[src/pkg/p4cs_pkg.sv]
// Purpose: Shared constants, types and field helpers of the port 4 chip-select block
// Assumes: Registers sit behind a 32-bit classic Wishbone slave, one word per register
// Notes:   Register offsets are word indices; the byte address is four times the index

package p4cs_pkg;

  // Geometry
  localparam int unsigned P4CS_PINS    = 4;
  localparam int unsigned P4CS_ADDR_W  = 16;
  localparam int unsigned P4CS_FIELD_W = 4;

  // Register word indices
  localparam logic [7:0] P4CS_IDX_CTRL_LO = 8'h92;
  localparam logic [7:0] P4CS_IDX_CTRL_HI = 8'h93;
  localparam logic [P4CS_PINS-1:0][7:0] P4CS_IDX_BASE_LO = {8'h9c, 8'h9a, 8'h96, 8'h94};
  localparam logic [P4CS_PINS-1:0][7:0] P4CS_IDX_BASE_HI = {8'h9d, 8'h9b, 8'h97, 8'h95};
  localparam logic [7:0] P4CS_IDX_POLARITY = 8'ha2;
  localparam logic [7:0] P4CS_IDX_PORT_DATA = 8'hd8;

  // Field positions inside a pin's four-bit control field
  localparam int unsigned P4CS_MODE_LSB = 2;
  localparam int unsigned P4CS_CMP_LSB  = 0;
  // Polarity bits of pins 3..0 in the polarity register
  localparam int unsigned P4CS_POL_LSB  = 4;

  // Reset values
  localparam logic [7:0]           P4CS_CTRL_RST  = 8'h00;
  localparam logic [15:0]          P4CS_BASE_RST  = 16'h0000;
  localparam logic [P4CS_PINS-1:0] P4CS_POL_RST   = 4'h0;
  localparam logic [P4CS_PINS-1:0] P4CS_LATCH_RST = 4'hf;

  // Address compare masks
  localparam logic [15:0] P4CS_MASK_FULL  = 16'hffff;
  localparam logic [15:0] P4CS_MASK_A15_1 = 16'hfffe;
  localparam logic [15:0] P4CS_MASK_A15_2 = 16'hfffc;
  localparam logic [15:0] P4CS_MASK_A15_8 = 16'hff00;

  typedef enum logic [1:0] {
    P4CS_MODE_GPIO,
    P4CS_MODE_READ,
    P4CS_MODE_WRITE,
    P4CS_MODE_RDWR
  } p4cs_mode_t;

  typedef enum logic [1:0] {
    P4CS_CMP_FULL,
    P4CS_CMP_A15_1,
    P4CS_CMP_A15_2,
    P4CS_CMP_A15_8
  } p4cs_cmp_t;

  // External data bus access as seen by the decoder
  typedef struct packed {
    logic [15:0] addr;
    logic        rd;
    logic        wr;
  } p4cs_ext_bus_t;

  typedef struct packed {
    logic        cyc;
    logic        stb;
    logic        we;
    logic [31:0] adr;
    logic [3:0]  sel;
    logic [31:0] dat;
  } p4cs_wb_req_t;

  typedef struct packed {
    logic        ack;
    logic [31:0] dat;
  } p4cs_wb_rsp_t;

  // Whole state of the top module
  typedef struct packed {
    logic [1:0][7:0]            ctrl;
    logic [P4CS_PINS-1:0][15:0] base;
    logic [P4CS_PINS-1:0]       pol;
    logic [P4CS_PINS-1:0]       latch;
    logic [P4CS_PINS-1:0]       pin_o;
    logic [P4CS_PINS-1:0]       pin_oe_n;
    logic                       ack;
    logic [31:0]                dat;
  } p4cs_state_t;

  // Four-bit field of one pin out of the two control registers
  function automatic logic [3:0] p4cs_field(input logic [1:0][7:0] ctrl, input int unsigned p);
    logic [7:0] r;
    r = ctrl[p / 2];
    return (p % 2 == 1) ? r[7:4] : r[3:0];
  endfunction

  function automatic p4cs_mode_t p4cs_pin_mode(input logic [1:0][7:0] ctrl, input int unsigned p);
    logic [3:0] f;
    f = p4cs_field(ctrl, p);
    return p4cs_mode_t'(f[P4CS_MODE_LSB +: 2]);
  endfunction

  function automatic p4cs_cmp_t p4cs_pin_cmp(input logic [1:0][7:0] ctrl, input int unsigned p);
    logic [3:0] f;
    f = p4cs_field(ctrl, p);
    return p4cs_cmp_t'(f[P4CS_CMP_LSB +: 2]);
  endfunction

endpackage

[src/hw/p4cs_sync.sv]
// Purpose: Two-flop synchroniser for the port 4 pin inputs
// Assumes: Inputs are asynchronous to clock
// Notes:   Only the second stage is visible outside

`timescale 1ns/1ps
`default_nettype none

module p4cs_sync #(
  parameter int unsigned W = 4
) (
  input  wire logic         clock,
  input  wire logic         rst_n,
  input  wire logic [W-1:0] async_i,
  output logic      [W-1:0] sync_o
);

  logic [W-1:0] stage1_reg;
  logic [W-1:0] stage2_reg;

  // Two stages; first stage feeds only the second
  always_ff @(posedge clock or negedge rst_n) begin
    if (!rst_n) begin
      stage1_reg <= '0;
      stage2_reg <= '0;
    end else begin
      stage1_reg <= async_i;
      stage2_reg <= stage1_reg;
    end
  end

  assign sync_o = stage2_reg;

endmodule

`default_nettype wire

[src/hw/p4cs_match.sv]
// Purpose: Address compare and strobe qualification for one port 4 pin
// Assumes: Bus strobes are same-clock signals from the core
// Notes:   Purely combinational; the top registers the result

`timescale 1ns/1ps
`default_nettype none

module p4cs_match
  import p4cs_pkg::*;
(
  input  wire p4cs_ext_bus_t bus,
  input  wire logic [15:0]   base,
  input  wire p4cs_mode_t    mode,
  input  wire p4cs_cmp_t     cmp,
  output logic               hit
);

  logic [15:0] mask;
  logic        addr_eq;

  // Mask of the address bits taking part in the compare
  always_comb begin
    case (cmp)
      P4CS_CMP_FULL:  mask = P4CS_MASK_FULL;
      P4CS_CMP_A15_1: mask = P4CS_MASK_A15_1;
      P4CS_CMP_A15_2: mask = P4CS_MASK_A15_2;
      default:        mask = P4CS_MASK_A15_8;
    endcase
  end

  assign addr_eq = (((bus.addr ^ base) & mask) == 16'h0000);

  // Qualify by access direction; fetches never raise rd or wr
  always_comb begin
    case (mode)
      P4CS_MODE_READ:  hit = addr_eq & bus.rd;
      P4CS_MODE_WRITE: hit = addr_eq & bus.wr;
      P4CS_MODE_RDWR:  hit = addr_eq & (bus.rd | bus.wr);
      default:         hit = 1'b0;
    endcase
  end

endmodule

`default_nettype wire

[src/hw/p4cs_top.sv]
// Purpose: Port 4 chip-select decoder with Wishbone register access
// Assumes: ext_bus comes from the core on the same clock; port4 pins are asynchronous
// Notes:   Pin outputs are registered, so a strobe trails the bus strobe by one cycle
//
// What this block does
// - Mode 00: pin is plain quasi-bidirectional I/O
// - Mode 01: strobe on external reads in range
// - Mode 10: strobe on external writes in range
// - Mode 11: strobe on reads and writes
// - Compare 00: all sixteen address bits
// - Compare 01: bits 15..1, ignore bit 0
// - Compare 10: bits 15..2, ignore bits 1..0
// - Compare 11: bits 15..8, 256-byte block
// - High control register: pin 3 high, pin 2 low
// - Pin 0 base split into low and high bytes
// - Pin 1 base split into low and high bytes
// - Low control register: pin 1 high, pin 0 low
// - Polarity bit set: active high, clear: low
// - Pins 2, 3 base bytes laid out alike

`timescale 1ns/1ps
`default_nettype none

module p4cs_top
  import p4cs_pkg::*;
#(
  parameter int unsigned PINS = P4CS_PINS
) (
  input  wire logic          clock,
  input  wire logic          rst_n,
  input  wire p4cs_wb_req_t  wb_req,
  output p4cs_wb_rsp_t       wb_rsp,
  input  wire p4cs_ext_bus_t ext_bus,
  input  wire logic [PINS-1:0] port4_pin_i,
  output logic      [PINS-1:0] port4_pin_o,
  output logic      [PINS-1:0] port4_pin_oe_n
);

  p4cs_state_t     st_reg;
  p4cs_state_t     st_next;
  logic [PINS-1:0] pin_sync;
  logic [PINS-1:0] hit;
  logic [7:0]      idx;
  logic            in_range;
  logic            req;
  logic            wr_go;
  logic [7:0]      wbyte;
  logic [31:0]     rd_data;

  // Pin inputs pass two flops before use
  p4cs_sync #(
    .W (PINS)
  ) u_sync (
    .clock   (clock),
    .rst_n   (rst_n),
    .async_i (port4_pin_i),
    .sync_o  (pin_sync)
  );

  // One address matcher per pin
  genvar gp;
  generate
    for (gp = 0; gp < PINS; gp++) begin : g_pin
      p4cs_match u_match (
        .bus  (ext_bus),
        .base (st_reg.base[gp]),
        .mode (p4cs_pin_mode(st_reg.ctrl, gp)),
        .cmp  (p4cs_pin_cmp(st_reg.ctrl, gp)),
        .hit  (hit[gp])
      );
    end
  endgenerate

  // Bus request decode
  assign idx      = wb_req.adr[9:2];
  assign in_range = (wb_req.adr[31:10] == 22'h000000);
  assign req      = wb_req.cyc & wb_req.stb;
  assign wr_go    = req & wb_req.we & st_reg.ack & wb_req.sel[0];
  assign wbyte    = wb_req.dat[7:0];

  // Read multiplexer; unmapped words read as zero
  always_comb begin
    rd_data = 32'h00000000;
    if (!in_range) begin
      rd_data = 32'h00000000;
    end else if (idx == P4CS_IDX_CTRL_LO) begin
      rd_data = {24'h000000, st_reg.ctrl[0]};
    end else if (idx == P4CS_IDX_CTRL_HI) begin
      rd_data = {24'h000000, st_reg.ctrl[1]};
    end else if (idx == P4CS_IDX_POLARITY) begin
      rd_data = {24'h000000, st_reg.pol, 4'h0};
    end else if (idx == P4CS_IDX_PORT_DATA) begin
      rd_data = {28'h0000000, pin_sync};
    end else begin
      for (int p = 0; p < PINS; p++) begin
        if (idx == P4CS_IDX_BASE_LO[p]) begin
          rd_data = {24'h000000, st_reg.base[p][7:0]};
        end else if (idx == P4CS_IDX_BASE_HI[p]) begin
          rd_data = {24'h000000, st_reg.base[p][15:8]};
        end
      end
    end
  end

  // Next state: bus slave, register writes, pin drivers
  always_comb begin
    st_next = st_reg;

    // Ack one cycle after the request, dropped the cycle after
    st_next.ack = req & ~st_reg.ack;
    if (req & ~st_reg.ack) begin
      st_next.dat = rd_data;
    end

    // Writes land at the edge where the master samples ack
    if (wr_go && in_range) begin
      if (idx == P4CS_IDX_CTRL_LO) begin
        st_next.ctrl[0] = wbyte;
      end else if (idx == P4CS_IDX_CTRL_HI) begin
        st_next.ctrl[1] = wbyte;
      end else if (idx == P4CS_IDX_POLARITY) begin
        st_next.pol = wbyte[P4CS_POL_LSB +: 4];
      end else if (idx == P4CS_IDX_PORT_DATA) begin
        st_next.latch = wbyte[3:0];
      end else begin
        for (int p = 0; p < PINS; p++) begin
          if (idx == P4CS_IDX_BASE_LO[p]) begin
            st_next.base[p][7:0] = wbyte;
          end else if (idx == P4CS_IDX_BASE_HI[p]) begin
            st_next.base[p][15:8] = wbyte;
          end
        end
      end
    end

    // Pin drivers per mode
    for (int p = 0; p < PINS; p++) begin
      if (p4cs_pin_mode(st_reg.ctrl, p) == P4CS_MODE_GPIO) begin
        // Quasi-bidirectional: drive low for 0, release to pull-up for 1
        st_next.pin_o[p]    = st_reg.latch[p];
        st_next.pin_oe_n[p] = st_reg.latch[p];
      end else begin
        // Strobe level follows the polarity bit
        st_next.pin_o[p]    = st_reg.pol[p] ? hit[p] : ~hit[p];
        st_next.pin_oe_n[p] = 1'b0;
      end
    end
  end

  // State register
  always_ff @(posedge clock or negedge rst_n) begin
    if (!rst_n) begin
      st_reg.ctrl     <= {P4CS_CTRL_RST, P4CS_CTRL_RST};
      st_reg.base     <= {P4CS_BASE_RST, P4CS_BASE_RST, P4CS_BASE_RST, P4CS_BASE_RST};
      st_reg.pol      <= P4CS_POL_RST;
      st_reg.latch    <= P4CS_LATCH_RST;
      st_reg.pin_o    <= P4CS_LATCH_RST;
      st_reg.pin_oe_n <= P4CS_LATCH_RST;
      st_reg.ack      <= 1'b0;
      st_reg.dat      <= 32'h00000000;
    end else begin
      st_reg <= st_next;
    end
  end

  // Outputs straight from the state register
  assign wb_rsp.ack     = st_reg.ack;
  assign wb_rsp.dat     = st_reg.dat;
  assign port4_pin_o    = st_reg.pin_o;
  assign port4_pin_oe_n = st_reg.pin_oe_n;

endmodule

`default_nettype wire

[config.mk]
export PLATFORM = sky130hd
export DESIGN_NAME = p4cs_top
export DESIGN_NICKNAME = d
export VERILOG_FILES = /design/src/pkg/p4cs_pkg.sv /design/src/hw/p4cs_sync.sv /design/src/hw/p4cs_match.sv /design/src/hw/p4cs_top.sv
export SDC_FILE = /design/constraint.sdc
export NUM_CORES = 1
export LEC_CHECK = 0
export BUFFER_PORTS_ARGS = -buffer_cell sky130_fd_sc_hd__buf_4
export CORE_ASPECT_RATIO = 0.6
export CORE_MARGIN = 1.5
export CORE_UTILIZATION = 45
export CTS_BUF_LIST = sky130_fd_sc_hd__clkbuf_4
export DETAILED_ROUTE_END_ITERATION = 8
export MAX_ROUTING_LAYER = met4
export PLACE_DENSITY = 0.79
export REMOVE_ABC_BUFFERS = 1
export SYNTH_ARGS = -nofsm -noshare
export SYNTH_HDL_FRONTEND = slang
export SYNTH_SLANG_ARGS = --single-unit
[constraint.sdc]
create_clock -name clock -period 2.15 [get_ports clock]
set_clock_uncertainty 0.1 [all_clocks]
set_input_delay 0.5375 -clock clock [delete_from_list [all_inputs] [get_ports clock]]
set_output_delay 0.5375 -clock clock [all_outputs]
set_load 0.05 [all_outputs]
==> results.txt <==
----------------------------------------------------
[Outcome]
  Status ... completed

[Yosys]
  Share of the synthesized area in the top cell type ... 37.9%
  Number of instances in the synthesized netlist ... 593
  Yosys reg bits ... 113
  Distinct cells, synth ... 59
  Warnings, synthesis ... 0
  Leading cell type by number of instances after synthesis ... dfrtp_1
  Ranking of synthesized cells by instance count ... dfrtp_1, mux2_2, xor2_1
  Synthesized cell area ... 0.00667 mm^2
  Most used flip-flop cell after synthesis ... dfrtp_1
  Number of synthesized flops with an enable pin ... 0
  Share of async-settable or async-resettable flops after synthesis ... 100%
  Post-Syn Area per Cell ... 11.2 um^2
  Fraction of the yosys area taken by sequential cells ... 42.6%
  Post-synth top area cell ... dfrtp_1
  Synth top area cells ... dfrtp_1, mux2_2, xor2_1

[Detailed routing]
  Avg WL per Cell ... 22.6 um
  Detailed Route Iter0 Violations ... 536
  Number of nets still failing antenna checks after routing ... 0
  Remaining DRCs ... 0
  Vias ... 5532
  Detailed-routing iteration count for the pre-antenna-repair pass ... 5
  Final WL ... 21500 um
  Number of vias per cell ... 5.81

[Pwr]
  Reg power frac ... 47.0%
  Clock group share of total power ... 40.1%
  Internal power component ... 0.00329 W
  Switching power ... 0.00126 W
  Leakage power figure ... 4.07 nW
  Maximum vdd drop ... 0.368 mV
  Power Dens Cells ... 548 mW/mm^2
  Proportion of total power due to net switching ... 27.7%
  Proportion of power drawn by combinational gates ... 13.0%

[Finish]
  Antenna cells ... 0
  Flip-flop count of the largest register after layout ... 88
  Final net count ... 836
  Post-layout instance count excluding filler cells ... 952
  Area growth, synth to finish ... 24.7%
  Layout cell share with drive strength beyond 1 ... 43.9%
  Combined flip-flop and latch cell area ... 0.00284 mm^2
  Fill cell count ... 1212
  Cell area after layout ... 0.00831 mm^2
  Multi-input gate area ... 0.00345 mm^2

[Clocking]
  TritonCTS clock tree ... built
  Clock slew at reported path FFs ... 0.12 ns
  Insertion delay of the later-clocked pin in the worst-skew pair ... 0.53 ns
  Clock buffer count from CTS ... 17
  Total clock sinks ... 113
  Clock Path Buffers ... 2
  Buffer type at the clock tree root ... clkbuf_4
  Maximum level of the CTS H-tree ... 4
  Post-CTS setup repair buffer count ... 0

[Timing]
  Final TNS setup ... 0 ns
  Final cycle utilization of the critical path ... 96.9%
  Number of pins exceeding their max-slew limit in the final report ... 0
  Final count of hold timing violations ... 0
  RSZ-0062 raised after global routing ... false
  Shortest clock period the worst path allows after layout ... 2.08 ns
  Worst max-slew margin expressed relative to the limit ... 55.3%
  Number of failing setup endpoints in the final timing report ... 0
  FMAX ... 480 MHz
  Slew @ Worst Pin ... 0.669 ns

[Global routing]
  Number of global-route vias before repair ... 5570
  Maximum number of pins on one net before global-route repair ... 37
  Global-route total usage across every layer ... 29.2%
  Wire length of the first global-routing pass ... 32600 um
  Initial antenna violation count ... 0
  GR Overflow Total ... 0

[Placement]
  Gp weighted congestion ... 1.01
  Post-Place Cell Area ... 0.00792 mm^2
  Count of buffers from port buffering ... 82
  Total instance count after detailed placement ... 915
  Hpwl dp ... 16500 um

[Floorplanning]
  DIE AREA ... 0.0156 mm^2
  Std cell rows ... 34
  Die X-Extent ... 160 um
  Area inside the core boundary ... 0.0145 mm^2
  I/O pin total ... 136
  Height of the die ... 97.3 um
  Starting density of the core ... 46.1%

[Worst hold path]
  Hold crit path type ... flop to flop

[Setup path]
  Arrival time of data at the critical path endpoint ... 2.44 ns
  Startpoint Class ... input port
  WS Path Type ... input port to flop
  Required time of the critical path ... 2.50 ns
  Top fanout value on the critical path ... 4
  Critical path capture point type ... flop

[Flow run]
  Max Cap Violations ... 0

----------------------------------------------------
==> what timing repair did <==
item | CTS | global route
hold endpoints to repair | 35 | 0
setup endpoints to repair | 0 | 1
resized for setup | 0 | 1
hold buffers | 5 | 0
==> worst max-delay path: stages <==
cell,delay [ns]
buf_4,0.11
buf_4,0.13
nor2b_1,0.26
nand4b_1,0.36
buf_4,0.27
o22ai_1,0.34
a21oi_1,0.21
o31ai_1,0.22
==> cell families after synthesis <==
kind of cell	synth area share [%]
AOI/OAI and AO/OA	10.8
xor gates and xnor gates	8.41
buffers and inverters	7.09
DFF	42.6
muxes	17.7
other	0.0563
and+or+nand+nor	13.3
==> metrics by stage <==
stage / hold WS (ns) / util (%) / setup slack, ns / total power, W
2_1_floorplan: 0.142 / - / -1.24 / 0.00238
3_3_place_gp: 0.240 / 54.8 / -0.333 / 0.00273
3_5_place_dp: 0.236 / 54.8 / -0.435 / 0.00275
4_1_cts: 0.248 / 57.4 / 0.114 / 0.00457
5_1_grt: 0.238 / 57.5 / 0.0000462 / 0.00471
6_report: 0.261 / 57.5 / 0.0670 / 0.00455
==> power groups by stage <==
stage | combinational (W) | clock, W | sequential (W)
4_1_cts | 0.000582 | 0.00185 | 0.00214
5_1_grt | 0.000625 | 0.00195 | 0.00214
3_3_place_gp | 0.000557 | 0 | 0.00218
6_report | 0.000590 | 0.00182 | 0.00214
2_1_floorplan | 0.000204 | 0 | 0.00218
3_5_place_dp | 0.000571 | 0 | 0.00218
==> area by class of cell <==
cell class / count / share of cell area [%]
inverters: 5 / 0.226
multi-input cells: 427 / 41.5
repair buffers: 177 / 17.0
well taps: 198 / 2.98
flip-flops and latches: 113 / 34.2
clock inverters: 15 / 2.48
clock buffers: 17 / 1.54
==> final timing paths <==
| check | slack [ns] | endpoint | from | cells after the start |
|---|---|---|---|---|
| setup / recovery | 0.07 | wb_rsp[1]$_DFFE_PN0P_ | wb_req[43] | 8 |
| hold / removal | 0.26 | u_sync.sync_o[3]$_DFF_PN0_ | u_sync.stage1_reg[3]$_DFF_PN0_ | 0 |
| setup reg to reg | 0.09 | port4_pin_o[2]$_DFF_PN1_ | st_reg[83]$_DFFE_PN0P_ | 6 |
| hold reg to reg | 0.26 | u_sync.sync_o[3]$_DFF_PN0_ | u_sync.stage1_reg[3]$_DFF_PN0_ | 0 |
| max in group asynchronous | 0.82 | st_reg[41]$_DFFE_PN1P_ | rst_n | 3 |
| min in group asynchronous | 0.42 | wb_rsp[5]$_DFFE_PN0P_ | rst_n | 2 |
==> metal layers <==
layer / vias to the layer above / GRT usage, % / routed length, um
li1: 2430 / - / -
met1: 2743 / 39.4 / 9330
met2: 316 / 41.2 / 9110
met3: 43 / 9.65 / 2540
met4: 0 / 9.56 / 516
met5: - / - / 0
==> cell usage in the layout (no fill, tap or decap), types with 15 or more instances in the layout <==
master / netlist / layout
a21oi_1: 18 / 18
xor2_1: 60 / 60
nand2b_1: 15 / 15
dfrtp_1: 101 / 101
buf_4: 45 / 166
nor4_1: 22 / 21
conb_1: 1 / 24
mux2_2: 95 / 95
nor2_1: 17 / 17
clkbuf_4: 0 / 17
No activity file was read; power rests on OpenSTA's default activity.
